**config.mk**
```make
export PLATFORM = sky130hd
export DESIGN_NAME = cec_transmit_control
export DESIGN_NICKNAME = d
export VERILOG_FILES = /design/src/hw/cec_transmit_control.v
export VERILOG_INCLUDE_DIRS = /design/src /design/src/hw
export SDC_FILE = /design/constraint.sdc
export NUM_CORES = 1
export LEC_CHECK = 0
export ABC_AREA = 0
export ABC_CLOCK_PERIOD_IN_PS = 4550
export BUFFER_PORTS_ARGS = -buffer_cell sky130_fd_sc_hd__buf_2
export CAP_MARGIN = 15
export CELL_PAD_IN_SITES_DETAIL_PLACEMENT = 1
export CELL_PAD_IN_SITES_GLOBAL_PLACEMENT = 1
export CORE_UTILIZATION = 44
export DETAILED_ROUTE_END_ITERATION = 10
export PLACE_DENSITY = 0.82
export SLEW_MARGIN = 10
export SYNTH_ARGS = -nofsm -noshare
export SYNTH_HDL_FRONTEND = slang
export SYNTH_SLANG_ARGS = --single-unit
export TNS_END_PERCENT = 10
```
**constraint.sdc**
```tcl
create_clock -name core_clk_in -period 4.55 [get_ports core_clk_in]
set_clock_uncertainty 0.05 [all_clocks]
set_input_delay 0.91 -clock core_clk_in [delete_from_list [all_inputs] [get_ports core_clk_in]]
set_output_delay 0.91 -clock core_clk_in [all_outputs]
set_load 0.02 [all_outputs]
```
**src/hw/cec_tx_defines.vh**
```
`ifndef CEC_TX_DEFINES_VH
`define CEC_TX_DEFINES_VH

// register addresses, one word each
`define ADDR_TX_ENABLE_CTRL    8'h00
`define ADDR_TX_BYTE_BUFFER    8'h04
`define ADDR_TX_TIMING_CONTROL 8'h08
`define ADDR_TX_IRQ_STATUS     8'h0C
`define ADDR_TX_IRQ_MASK       8'h10

// tx_enable_ctrl fields
`define BIT_TX_ENABLE      0
`define BIT_TX_IN_PROGRESS 1

// tx_byte_buffer fields
`define BIT_TX_EOM 8

// tx_timing_control fields
`define FLD_START_RISE_HI  22
`define FLD_START_RISE_LO  20
`define FLD_START_PRD_HI   18
`define FLD_START_PRD_LO   16
`define FLD_DATA_RISE_HI   14
`define FLD_DATA_RISE_LO   12
`define FLD_DATA_PRD_HI    11
`define FLD_DATA_PRD_LO    8
`define BIT_BROADCAST      4
`define FLD_BUS_FREE_HI    3
`define FLD_BUS_FREE_LO    0
`define TIMING_WRITE_MASK  32'h00777F1F

// interrupt status / mask bits
`define BIT_IRQ_DONE  0
`define BIT_IRQ_ERROR 1
`define IRQ_WIDTH     2

// bit timing base values in fs periods
`define START_RISE_BASE 8'd121
`define START_PRD_BASE  8'd147
`define DATA1_RISE_BASE 8'd20
`define DATA0_RISE_BASE 8'd49
`define DATA_PRD_BASE   8'd79

// fs sampling clock period in ns, and core clock period in ns
`define FS_PERIOD_NS    30518
`define CORE_PERIOD_NS  10

`endif

```
**src/hw/cec_transmit_control.v**
```verilog
// Behaviour
// - busy flag rises at start bit, falls on finish or any interrupt
// - busy flag is read only; writes leave it unchanged; here a write of zero to enable clears it with the abort
// - writing one to enable starts sending the buffered byte
// - enable is write only; zero disables, one enables
// - enable clears itself on completion or error interrupt
// - end-of-message bit comes from byte register bit 8
// - data byte is bits 7..0, sent most significant bit first
// - start rise at 121 fs periods minus 3-bit field
// - start period 147 fs periods minus 3-bit field
// - data rise 20 or 49 periods minus 0..3; codes 4..7 reserved
// - data period 79 fs periods minus 4-bit field
// - line must stay idle for field plus one bit periods first
//
// Chosen here: the plain strobed port and the register addresses.
`include "cec_tx_defines.vh"
`timescale 1ns/1ns
`default_nettype none

module cec_transmit_control #(
	parameter FS_DIV = (`FS_PERIOD_NS + `CORE_PERIOD_NS - 1) / `CORE_PERIOD_NS
) (
	// clock and reset
	input  wire        core_clk_in,
	input  wire        reset_in,
	// register port
	input  wire [7:0]  addr_in,
	input  wire [31:0] wdata_in,
	input  wire        wr_in,
	input  wire        rd_in,
	output reg  [31:0] rdata_out,
	// cec line, open drain
	input  wire        cec_in,
	output wire        cec_out,
	output wire        cec_oe_out,
	// interrupt
	output wire        irq_out
);

	localparam ST_IDLE  = 3'd0;
	localparam ST_FREE  = 3'd1;
	localparam ST_START = 3'd2;
	localparam ST_DATA  = 3'd3;
	localparam ST_ACK   = 3'd4;
	localparam [3:0] EOM_IDX = 4'd8;

	reg        tx_enable_q;
	reg        tx_in_progress_q;
	reg [8:0]  tx_byte_q;
	reg [31:0] timing_q;
	reg [`IRQ_WIDTH-1:0] irq_status_q;
	reg [`IRQ_WIDTH-1:0] irq_mask_q;
	reg [2:0]  state_q;
	reg [15:0] fs_div_q;
	reg [7:0]  tick_cnt_q;
	reg [3:0]  bit_idx_q;
	reg [4:0]  free_cnt_q;
	reg        line_low_q;
	reg        cec_sync1_q;
	reg        cec_sync2_q;

	wire fs_tick = (fs_div_q == FS_DIV[15:0] - 16'd1);

	wire [2:0] start_rise_adj = timing_q[`FLD_START_RISE_HI:`FLD_START_RISE_LO];
	wire [2:0] start_prd_adj  = timing_q[`FLD_START_PRD_HI:`FLD_START_PRD_LO];
	wire [2:0] data_rise_adj  = timing_q[`FLD_DATA_RISE_HI:`FLD_DATA_RISE_LO];
	wire [3:0] data_prd_adj   = timing_q[`FLD_DATA_PRD_HI:`FLD_DATA_PRD_LO];
	wire [3:0] bus_free_cycles = timing_q[`FLD_BUS_FREE_HI:`FLD_BUS_FREE_LO];
	wire       broadcast_select = timing_q[`BIT_BROADCAST];

	// the bit currently on the wire: 8 data bits, eom, then ack slot
	function cur_bit;
		input [8:0] byte_word;
		input [3:0] idx;
		begin
			if (idx < 4'd8)
				cur_bit = byte_word[4'd7 - idx];
			else if (idx == EOM_IDX)
				cur_bit = byte_word[`BIT_TX_EOM];
			else
				cur_bit = 1'b1;
		end
	endfunction

	function [7:0] sub_adj;
		input [7:0] base;
		input [3:0] adj;
		begin
			sub_adj = base - {4'h0, adj};
		end
	endfunction

	// true on the fs tick that closes a phase of the given length
	function tick_at;
		input       tick;
		input [7:0] cnt;
		input [7:0] len;
		begin
			tick_at = tick && (cnt == len - 8'd1);
		end
	endfunction

	// one decode for every register select, so strobe and address stay paired
	function reg_hit;
		input       strobe;
		input [7:0] addr;
		input [7:0] offset;
		begin
			reg_hit = strobe && (addr == offset);
		end
	endfunction

	// rise time follows the bit on the wire; the ack slot rises as a one
	wire       bit_val = cur_bit(tx_byte_q, bit_idx_q);
	// reserved rise codes use only the low two bits, so they act as 0..3
	wire [7:0] data_rise = sub_adj(bit_val ? `DATA1_RISE_BASE : `DATA0_RISE_BASE,
	                               {2'b00, data_rise_adj[1:0]});
	wire [7:0] data_prd   = sub_adj(`DATA_PRD_BASE, data_prd_adj);
	wire [7:0] start_rise = sub_adj(`START_RISE_BASE, {1'b0, start_rise_adj});
	wire [7:0] start_prd  = sub_adj(`START_PRD_BASE, {1'b0, start_prd_adj});

	// ack slot: the device releases and samples; a broadcast expects a one,
	// a directed message expects a zero from the follower
	wire ack_bad = broadcast_select ? ~cec_sync2_q : cec_sync2_q;

	// one select per register; only the enable register reacts at once
	wire wr_en     = reg_hit(wr_in, addr_in, `ADDR_TX_ENABLE_CTRL);
	wire wr_byte   = reg_hit(wr_in, addr_in, `ADDR_TX_BYTE_BUFFER);
	wire wr_timing = reg_hit(wr_in, addr_in, `ADDR_TX_TIMING_CONTROL);
	wire wr_status = reg_hit(wr_in, addr_in, `ADDR_TX_IRQ_STATUS);
	wire wr_mask   = reg_hit(wr_in, addr_in, `ADDR_TX_IRQ_MASK);
	// a write of zero to the enable aborts a frame in the cycle it lands
	wire stop_req  = wr_en && !wdata_in[`BIT_TX_ENABLE];

	// the ack slot is judged on the very last tick of its period
	wire slot_end = tick_at(fs_tick, tick_cnt_q, data_prd);
	wire done_ev  = (state_q == ST_ACK) && slot_end && !ack_bad;
	wire err_ev   = (state_q == ST_ACK) && slot_end && ack_bad;
	wire irq_ev   = done_ev | err_ev;

	// a new event wins over a write-one clear in the same cycle
	wire [`IRQ_WIDTH-1:0] status_clr = wr_status ? wdata_in[`IRQ_WIDTH-1:0]
	                                             : {`IRQ_WIDTH{1'b0}};
	wire [`IRQ_WIDTH-1:0] status_set = {err_ev, done_ev};

	// open drain: the pin value stays low and only the enable moves
	assign cec_out    = 1'b0;
	assign cec_oe_out = line_low_q;
	assign irq_out    = |(irq_status_q & irq_mask_q);

	// two flops ahead of anything that reads the shared line; idle level is high
	always @(posedge core_clk_in or posedge reset_in) begin
		if (reset_in) begin
			cec_sync1_q <= 1'b1;
			cec_sync2_q <= 1'b1;
		end else begin
			cec_sync1_q <= cec_in;
			cec_sync2_q <= cec_sync1_q;
		end
	end

	// the fs divider runs free, so a frame starts anywhere within one fs period
	always @(posedge core_clk_in or posedge reset_in) begin
		if (reset_in) begin
			fs_div_q <= 16'h0000;
		end else begin
			fs_div_q <= fs_tick ? 16'h0000 : fs_div_q + 16'h0001;
		end
	end

	// registers
	always @(posedge core_clk_in or posedge reset_in) begin
		if (reset_in) begin
			tx_enable_q  <= 1'b0;
			tx_byte_q    <= 9'h000;
			timing_q     <= 32'h00000000;
			irq_status_q <= {`IRQ_WIDTH{1'b0}};
			irq_mask_q   <= {`IRQ_WIDTH{1'b0}};
		end else begin
			// the self-clear beats a software write landing in the same cycle
			if (irq_ev)
				tx_enable_q <= 1'b0;
			else if (wr_en)
				tx_enable_q <= wdata_in[`BIT_TX_ENABLE];
			if (wr_byte)
				tx_byte_q <= wdata_in[8:0];
			if (wr_timing)
				timing_q <= wdata_in & `TIMING_WRITE_MASK;
			if (wr_mask)
				irq_mask_q <= wdata_in[`IRQ_WIDTH-1:0];
			irq_status_q <= (irq_status_q & ~status_clr) | status_set;
		end
	end

	// read data, one cycle after the strobe; enable bit is write only
	always @(posedge core_clk_in or posedge reset_in) begin
		if (reset_in) begin
			rdata_out <= 32'h00000000;
		end else if (rd_in) begin
			case (addr_in)
			`ADDR_TX_ENABLE_CTRL:    rdata_out <= {30'h0, tx_in_progress_q, 1'b0};
			`ADDR_TX_BYTE_BUFFER:    rdata_out <= {23'h0, tx_byte_q};
			`ADDR_TX_TIMING_CONTROL: rdata_out <= timing_q;
			`ADDR_TX_IRQ_STATUS:     rdata_out <= {30'h0, irq_status_q};
			`ADDR_TX_IRQ_MASK:       rdata_out <= {30'h0, irq_mask_q};
			default:                 rdata_out <= 32'h00000000;
			endcase
		end else begin
			rdata_out <= 32'h00000000;
		end
	end

	// transmit sequencer, stepped once per fs period except the idle step and aborts
	always @(posedge core_clk_in or posedge reset_in) begin
		if (reset_in) begin
			state_q          <= ST_IDLE;
			tick_cnt_q       <= 8'h00;
			bit_idx_q        <= 4'h0;
			free_cnt_q       <= 5'h00;
			line_low_q       <= 1'b0;
			tx_in_progress_q <= 1'b0;
		end else if (!tx_enable_q || stop_req) begin
			// disabling aborts at once and releases the line
			state_q          <= ST_IDLE;
			line_low_q       <= 1'b0;
			tx_in_progress_q <= 1'b0;
		end else begin
			case (state_q)
			ST_IDLE: begin
				state_q    <= ST_FREE;
				tick_cnt_q <= 8'h00;
				free_cnt_q <= 5'h00;
			end
			// a bus-free slot is one data period of high line
			ST_FREE: if (fs_tick) begin
				if (!cec_sync2_q) begin
					// any low activity restarts the idle window
					tick_cnt_q <= 8'h00;
					free_cnt_q <= 5'h00;
				end else if (tick_cnt_q == data_prd - 8'd1) begin
					tick_cnt_q <= 8'h00;
					if (free_cnt_q == {1'b0, bus_free_cycles}) begin
						state_q          <= ST_START;
						line_low_q       <= 1'b1;
						tx_in_progress_q <= 1'b1;
					end else begin
						free_cnt_q <= free_cnt_q + 5'h01;
					end
				end else begin
					tick_cnt_q <= tick_cnt_q + 8'h01;
				end
			end
			ST_START: if (fs_tick) begin
				if (tick_cnt_q == start_rise - 8'd1)
					line_low_q <= 1'b0;
				if (tick_cnt_q == start_prd - 8'd1) begin
					tick_cnt_q <= 8'h00;
					bit_idx_q  <= 4'h0;
					state_q    <= ST_DATA;
					line_low_q <= 1'b1;
				end else begin
					tick_cnt_q <= tick_cnt_q + 8'h01;
				end
			end
			ST_DATA: if (fs_tick) begin
				if (tick_cnt_q == data_rise - 8'd1)
					line_low_q <= 1'b0;
				if (tick_cnt_q == data_prd - 8'd1) begin
					tick_cnt_q <= 8'h00;
					bit_idx_q  <= bit_idx_q + 4'h1;
					line_low_q <= 1'b1;
					if (bit_idx_q == EOM_IDX)
						state_q <= ST_ACK;
				end else begin
					tick_cnt_q <= tick_cnt_q + 8'h01;
				end
			end
			// released after the rise; a follower may then hold the line low
			ST_ACK: if (fs_tick) begin
				if (tick_cnt_q == data_rise - 8'd1)
					line_low_q <= 1'b0;
				if (irq_ev) begin
					state_q          <= ST_IDLE;
					line_low_q       <= 1'b0;
					tx_in_progress_q <= 1'b0;
				end else begin
					tick_cnt_q <= tick_cnt_q + 8'h01;
				end
			end
			default: begin
				state_q    <= ST_IDLE;
				line_low_q <= 1'b0;
			end
			endcase
		end
	end

endmodule

`default_nettype wire

```
After elaboration in Yosys (flattened, before gate mapping) --
Index checks and enable logic that the tools add are counted.
Word-level totals: word-level logic and storage cells 164, flip-flop bits (word level) 104
Cells by class: $add $sub $neg 13, eq/ne operators 37, bitwise logic cells 7, muxes and demuxes 62, magnitude comparators 2, reductions and logical operators 28
Operator list (count):
- 23-bit one-hot mux with 5 select lines | 1
- 8-bit two-way mux | 8
- 8-bit one-hot mux with 5 select lines | 1
- 3-bit two-way mux | 12
- 3-bit inequality test (second input constant) | 11
- 8-bit equality test | 4
- 32-bit two-way mux | 1
- 8-bit by 1-bit subtractor with 8-bit output (second input constant) | 3
- 1-bit two-way mux | 22
- 5-bit two-way mux | 4
- 16-bit by 1-bit adder with 16-bit output (second input constant) | 1
- 16-bit by 12-bit equality test with 1-bit output (second input constant) | 1
- 8-bit by 4-bit equality test with 1-bit output (second input constant) | 2
- 16-bit two-way mux | 1
- 4-bit two-way mux | 4
- 2-bit inequality test (second input constant) | 8
- 3-bit one-hot mux with 5 select lines | 1
- 7-bit AND reduction | 2
- 11-bit AND reduction | 1
- 1-bit logical AND | 10
- 5-bit one-hot mux with 2 select lines | 1
- 9-bit AND reduction | 1
- 8-bit by 1-bit adder with 8-bit output (second input constant) | 1
- 8-bit by 3-bit equality test with 1-bit output (second input constant) | 1
- 39 further kinds | 47

Logic depth before layout (Yosys ltp) --
Gate-level depths: netlist of the first run.
depth after elaboration 13, depth in mapped cells 18, gate-level depth less buffers 17

Worst setup path after synthesis of the first run --
OpenSTA, ideal clock, no wires.
path type register -> register, start register bit_idx_q[2], end register line_low_q (netlist: cec_oe_out), clock period less this slack 3.368 ns, setup slack 1.182 ns, data required time 4.343 ns, path buffers 1, cell stages (with the launch flop) 18, arrival time 3.162 ns, setup time 0.157 ns, cell sequence dfrtp_1 -> clkbuf_1 -> or4b_1 -> or2_1 -> o21a_1 -> ha_1 -> inv_1 -> ha_1 -> inv_1 -> ha_1 -> nand3b_1 -> xnor2_1 -> o21ai_0 -> nand2_1 -> mux2i_1 -> a21oi_1 -> o311ai_1 -> a21oi_1
On the way: longest elaborated chain between the ends 13
RTL lines:
- from (decl) | line cec_transmit_control.v:56 | reg [3:0] bit_idx_q;
- from (signal assigned) | line cec_transmit_control.v:270 | bit_idx_q <= bit_idx_q + 4'h1;
- 3-bit by 4-bit subtractor with 4-bit output | line cec_transmit_control.v:77 | cur_bit = byte_word[4'd7 - idx];
- 1-bit binary-select mux with 4-bit select | line cec_transmit_control.v:77
- 1-bit two-way mux (not written as such) | line cec_transmit_control.v:77
- 1-bit two-way mux * | line cec_transmit_control.v:76 | if (idx < 4'd8)
- 6-bit two-way mux (no line) *
- 6-bit by 2-bit subtractor with 7-bit output * | line cec_transmit_control.v:89 | sub_adj = base - {4'h0, adj};
- 7-bit by 2-bit subtractor with 8-bit output * | line cec_transmit_control.v:266, cec_transmit_control.v:280
- 8-bit equality test * | line cec_transmit_control.v:266, cec_transmit_control.v:280
- 1-bit two-way mux *
- 1-bit two-way mux, on equally long branches (2 in series)
- 1-bit one-hot mux with 5 select lines *
- 1-bit two-way mux *
- to (signal assigned) | line cec_transmit_control.v:220 | line_low_q <= 1'b0;
- to (signal assigned) | line cec_transmit_control.v:225 | line_low_q <= 1'b0;
- to (signal assigned) | line cec_transmit_control.v:244 | line_low_q <= 1'b1;
- to (decl) | line cec_transmit_control.v:58 | reg line_low_q;
Every way passes the cells marked *; elsewhere a longest branch is shown, timed or not. The select of a mux whose other input is x is not followed. A chain may end at the register's enable or synchronous reset.

Worst setup path in the final report of the first run --
start register bit_idx_q[0], end register line_low_q (netlist: cec_oe_out)
Same word-level chain as after synthesis.

==> results of run 1 <==
-- Yosys cell counts, types with 12 or more instances --
cell type / n
ha_1: 12
inv_1: 22
clkbuf_1: 17
nand3_1: 26
nand2_1: 42
o21ai_0: 27
mux2_2: 25
xnor2_1: 21
nor2_1: 48
and3_1: 23
dfrtp_1: 91
a21oi_1: 14
buf_4: 13
-- cell type report --
type | instances | area [um2] | share of cell area [%]
clock buffer | 10 | 239.0 | 4.174
clock inverter | 6 | 68.82 | 1.202
inverter | 24 | 91.34 | 1.595
multi-input combinational | 385 | 2491 | 43.51
sequential | 93 | 2330 | 40.69
tap | 140 | 175.2 | 3.059
timing repair buffer | 61 | 330.3 | 5.769
-- layer usage --
metal  vias up  GRT usage, %  part of all wire, %
li1       1922             -                    -
met1      2133         30.18                   43
met2       110         45.55                   51
met3        28         3.706                  3.3
met4         0         12.45                  2.8
met5         -             0                    0
-- through the flow --
step,cells,setup slack (ns),utilization [%],area [um2],hold WS (ns)
after floorplan,533,1.173,-,5084,0.2952
after global placement,703,0.9578,49.33,5418,0.2979
after detailed placement,703,0.7837,49.33,5418,0.2987
after CTS,719,0.7415,52.13,5725,0.3055
after global routing,719,0.4934,52.13,5725,0.3082
final,719,0.7264,52.13,5725,0.3019
-- critical path, delay by kind of cell, from the launching register on --
kind | cells | cell delay [ns]
AOI/OAI and AO/OA | 5 | 0.80
xor gates and xnor gates | 1 | 0.18
adders and majority gates | 3 | 0.75
buffers and inverters | 2 | 0.11
DFF | 1 | 0.46
muxes | 1 | 0.14
and+or+nand+nor | 4 | 1.16
-- cells by family after synthesis --
group / share of synthesized area [%]
flops: 46.20
fa+ha+maj: 2.978
other cells: 0.07437
buf+inv: 5.211
mux: 7.196
xor+xnor: 5.558
compound gates: 12.85
simple gates: 19.93
-- how the worst max path moves through the flow --
stage                                           to  slack, ns  depth (start not counted)                      from
after floorplan           bit_idx_q[0]$_DFFE_PP0P_       1.17                          1                  reset_in
after detailed placement    cec_oe_out$_DFFE_PP0P_       0.78                         16  bit_idx_q[0]$_DFFE_PP0P_
final                       cec_oe_out$_DFFE_PP0P_       0.73                         16  bit_idx_q[0]$_DFFE_PP0P_
after global placement      cec_oe_out$_DFFE_PP0P_       0.96                         16  bit_idx_q[2]$_DFFE_PP0P_
after global routing        cec_oe_out$_DFFE_PP0P_       0.49                         16  bit_idx_q[0]$_DFFE_PP0P_
after CTS                   cec_oe_out$_DFFE_PP0P_       0.74                         16  bit_idx_q[0]$_DFFE_PP0P_
-- power breakdown --
group	switching [mW]	internal [mW]
clock	0.343	0.446
sequential	0.0315	0.852
combinational	0.0958	0.0653
total	0.470	1.36
-- registers in the layout, indices dropped and copies added, names as in the netlist --
signal	count
bit_idx_q	4
cec_oe_out	1
cec_sync1_q	1
cec_sync2_q	1
free_cnt_q	5
fs_div_q	16
irq_mask_q	2
irq_status_q	2
rdata_out	21
state_q	3
tick_cnt_q	8
timing_q	18
tx_byte_q	9
tx_enable_q	1
tx_in_progress_q	1
==> summary.md, run 1 <==
| Metric | Value |
|---|---|
| Clock sinks | 93 |
| Port Buffers | 56 |
| Critical Path RT | 4.67 ns |
| Nets | 631 |
| Row count | 38 |
| Ranking of synthesized cells by area | dfrtp_1 (45%), mux2_2 (5.6%), xnor2_1 (3.6%) |
| FILL cells | 1253 |
| Boundary Pins | 80 |
| Hold_sp | cec_sync1_q$_DFF_PP1_ |
| Biggest cell delay along the critical path | 0.62 ns |
| Final WL | 14.01 mm |
| Post-synth top area cell | dfrtp_1 |
| GP Congestion | 0.8634 |
| Pwr Total | 1.833 mW |
| Antenna cells | 0 |
| Insertion delay to the later sink of the worst-skew pair | 0.35 ns |
| Setup CP Type | reg -> reg |
| Cells after Synth | 522 |
| Core area | 10980 um2 |
| Num CTS Buffers | 9 |
| Final setup TNS | 0 ns |
| Vias in the first global route | 4567 |
| Worst-path cell chain | or4b_1, or2_1, o21a_1, ha_1, inv_1, ha_1, inv_1, ha_1, nand3b_1, xnor2_1, o21ai_0, nand2_1, mux2i_1, a21oi_1, o311ai_1, a21oi_1 |
| Crit-path max FO | 8 |
| Pwr/cell area | 320.1 nW/um2 |
| Hold EP | cec_sync2_q$_DFF_PP1_ |
| Synth Warn # | 0 |
| Hold Crit Depth | 0 |
| Pin count of the biggest net entering global routing | 49 |
| Outcome | finished clean |
| Minimum clock period | 3.824 ns |
| Fmax | 261.5 MHz |
| Post-synth ARST share | 100.0% |
| Vias per cell | 5.832 |
| Area fraction of the dominant cell type after synthesis | 45.16% |
| Most common cell type on the critical path | ha_1 |
| Clk buf depth | 2 |
| Worst r2r path cells | 16 |
| Fin. max-slew vios | 0 |
| Drt wl/cell | 19.49 um |
| Global-route wire length before repair | 23.14 mm |
| Die Y | 109.1 um |
| Synth Flop Type | dfrtp_1 |
| CTS resizes | 0 |
| DR DRC count | 0 |
| CP Launch Type | flip-flop |
| Synth cell types | 61 |
| Via Count | 4193 |
| Post-CTS Setup Inserts | 0 |
| Post-DRT Antenna Nets | 0 |
| Critical path arrival | 3.95 ns |
| Period Utilization, post-route | 84.03% |
| Sequential area share after synthesis | 46.20% |
| Commonest non-fill, non-tap cell in the layout | dfrtp_1 |
| RSZ-0062 raised after global routing | no |
| Worst-margin pin slew | 1.157 ns |
| Rel. slew slack | 22.03% |
| Die X | 109.1 um |
| Total track usage | 25.66% |
| Peak VDD IR | 0.0001881 V |
| Post-Syn Area per Cell | 9.660 um2 |
| Area grow syn2layout | 13.55% |
| Worst hold path class | reg -> reg |
| Commonest non-fill, non-tap cells in the layout | dfrtp_1 (91), buf_2 (56), nor2_1 (48) |
| Initial antenna violation count | 0 |
| Finish-stage setup viols | 0 |
| CTS H-tree lvls | 3 |
| HPWL Detailed | 9.724 mm |
| Pleak | 2.705 nW |
| CTS root buf | clkbuf_16 |
| Clk pin slew, worst setup/hold paths | 0.07 ns |
| Starting Density | 45.91% |
| Worst R2R Setup Slack | 0.73 ns |
| Initial DRC Count | 264 |
| CTS tree | built |
| Reg2reg end | cec_oe_out$_DFFE_PP0P_ |
| Share of layout cells above drive strength 1 | 19.69% |
| Number of synthesized flops with an enable pin | 0 |
| #FFs+latches synth | 93 |
| # hold bufs at CTS | 0 |
| Grt ovf | 0 |
| Die Area | 11890 um2 |
| Synth Cell Area | 5042 um2 |
| # Max-Cap Violations | 0 |
| Slowest-stage cell, CP | or4b_1 |
| R2R Path Start | bit_idx_q[0]$_DFFE_PP0P_ |
| Endpoint class of the critical path | flip-flop |
| 1st-pass router iterations | 4 |
| Final hold violation count | 0 |
Note: power is estimated with default switching activity, not from simulation.
==> run 2, diff against run 1 <==
ABC_CLOCK_PERIOD_IN_PS = 3750   (was 4550)
clock period = 3.75 ns   (was 4.55 ns; I/O delays follow)
==> summary.md, run 2 (same netlist as run 1, synthesis figures left out) <==
| Metric | Value |
|---|---|
| Cell area after placement | 5448 um2 |
| Most flops, register | rdata_out |
| Period Utilization, post-route | 99.29% |
| Clk buf depth | 2 |
| Critical Path RT | 3.90 ns |
| Critical path arrival | 3.87 ns |
| Int Power | 1.737 mW |
| Grt ovf | 0 |
| Comb power frac | 8.8% |
| Initial DRC Count | 259 |
| Pwr/cell area | 391.5 nW/um2 |
| HPWL Detailed | 9.553 mm |
| 1st-pass router iterations | 5 |
| Die Y | 109.1 um |
| Top Registers | rdata_out (21), timing_q (18), fs_div_q (16) |
| Switching Share | 23.78% |
| Switching power | 542.2 uW |
| Vias per cell | 5.758 |
| CTS H-tree lvls | 3 |
| Worst hold path class | reg -> reg |
| Total track usage | 24.68% |
| Worst-margin pin slew | 0.8961 ns |
| Endpoint class of the critical path | flip-flop |
| Seq pwr share | 47.0% |
| CTS root buf | clkbuf_16 |
| Antenna cells | 0 |
| Pin count of the biggest net entering global routing | 60 |
| Die X | 109.1 um |
| Rel. slew slack | 40.12% |
| Finish-stage setup viols | 0 |
| Setup CP Type | reg -> reg |
| Crit-path max FO | 5 |
| Post-DRT Antenna Nets | 0 |
| Fin. max-slew vios | 0 |
| Clock sinks | 93 |
| Port Buffers | 56 |
| WHS | 0.3189 ns |
| Post-Place Setup Slack | 0.04187 ns |
| Final setup TNS | 0 ns |
| Core area | 10980 um2 |
| Final hold violation count | 0 |
| Row count | 38 |
| Largest register FFs | 21 |
| Final WS setup | 0.02651 ns |
| Starting Density | 45.91% |
| Core Util, Final | 53.02% |
| Initial antenna violation count | 0 |
| Insertion delay to the later sink of the worst-skew pair | 0.36 ns |
| Share of layout cells above drive strength 1 | 21.43% |
| # Max-Cap Violations | 0 |
| Num CTS Buffers | 9 |
| Boundary Pins | 80 |
| Die Area | 11890 um2 |
| GP Congestion | 0.8610 |
| Clk pin slew, worst setup/hold paths | 0.06 ns |
| Minimum clock period | 3.723 ns |
| Peak VDD IR | 0.0002759 V |
| Nets | 640 |
| Drt wl/cell | 18.89 um |
| Final WL | 13.75 mm |
| Global-route wire length before repair | 22.07 mm |
| Commonest non-fill, non-tap cells in the layout | dfrtp_1 (88), buf_2 (56), nor2_1 (48) |
| CP Launch Type | flip-flop |
| DR DRC count | 0 |
| Outcome | finished clean |
| Area grow syn2layout | 15.48% |
| Pleak | 2.748 nW |
| Via Count | 4192 |
| Fmax | 268.6 MHz |
| Clock share of power | 44.2% |
| Vias in the first global route | 4447 |
| Post-route cell area | 5823 um2 |
| # hold bufs at CTS | 0 |
| Commonest non-fill, non-tap cell in the layout | dfrtp_1 |
| CTS tree | built |
[run 2: worst paths after layout]
path | startpoint | end | slack, ns | cells after the start
max | tx_byte_q[7]$_DFFE_PP0P_ | cec_oe_out$_DFFE_PP0P_ | 0.03 | 17
min | cec_sync1_q$_DFF_PP1_ | cec_sync2_q$_DFF_PP1_ | 0.32 | 0
max reg2reg | tx_byte_q[7]$_DFFE_PP0P_ | cec_oe_out$_DFFE_PP0P_ | 0.03 | 17
min reg2reg | cec_sync1_q$_DFF_PP1_ | cec_sync2_q$_DFF_PP1_ | 0.32 | 0
max in group asynchronous | reset_in | cec_sync1_q$_DFF_PP1_ | 2.48 | 3
min in group asynchronous | reset_in | rdata_out[6]$_DFF_PP0_ | 0.40 | 2
[run 2: critical path, cell delays in order (launching register included)]
cell	delay [ns]
dfrtp_1	0.42
nor2b_1	0.15
a2111oi_0	0.52
a211oi_1	0.20
o21a_1	0.25
ha_1	0.22
inv_1	0.07
ha_1	0.14
inv_1	0.05
ha_2	0.38
nand3b_1	0.16
xnor2_1	0.17
o21ai_1	0.13
nand2_1	0.07
mux2i_1	0.15
a21oi_1	0.06
o311ai_1	0.27
a21oi_1	0.11
[run 2: routing by layer]
metal  up-vias  track usage, %  share of wire (%)
met2       116           43.89                 52
li1       1940               -                  -
met5         -               0                  0
met3        25           5.081                4.3
met4         0           11.39                2.5
met1      2111           28.23                 41
[run 2: area by class of cell]
cell class | count | area, um2
fill | 1276 | 5160
multi-input combinational | 385 | 2497
sequential | 93 | 2333
timing repair buffer | 70 | 397.9
clock buffer | 13 | 260.3
tap | 140 | 175.2
inverter | 24 | 91.34
clock inverter | 3 | 67.56
[run 2: what timing repair did]
| item | CTS | global route |
|---|---|---|
| setup buffers | 0 | 5 |
| endpoints found under the hold margin | 0 | 0 |
| endpoints found under the setup margin | 0 | 1 |
| resized for setup | 0 | 6 |
[run 2: power by group through the flow]
stage	clock [mW]	combinational [mW]	sequential, mW
after detailed placement	0	0.196	1.09
after floorplan	0	0.146	1.07
final	1.01	0.200	1.07
after CTS	1.02	0.199	1.07
after global routing	1.07	0.222	1.08
after global placement	0	0.183	1.09
[run 2: through the flow]
step	std cells	total power, mW
detailed placement	707	1.284
global route	728	2.366
CTS	723	2.293
floorplan	533	1.220
finish	728	2.280
global placement	707	1.268
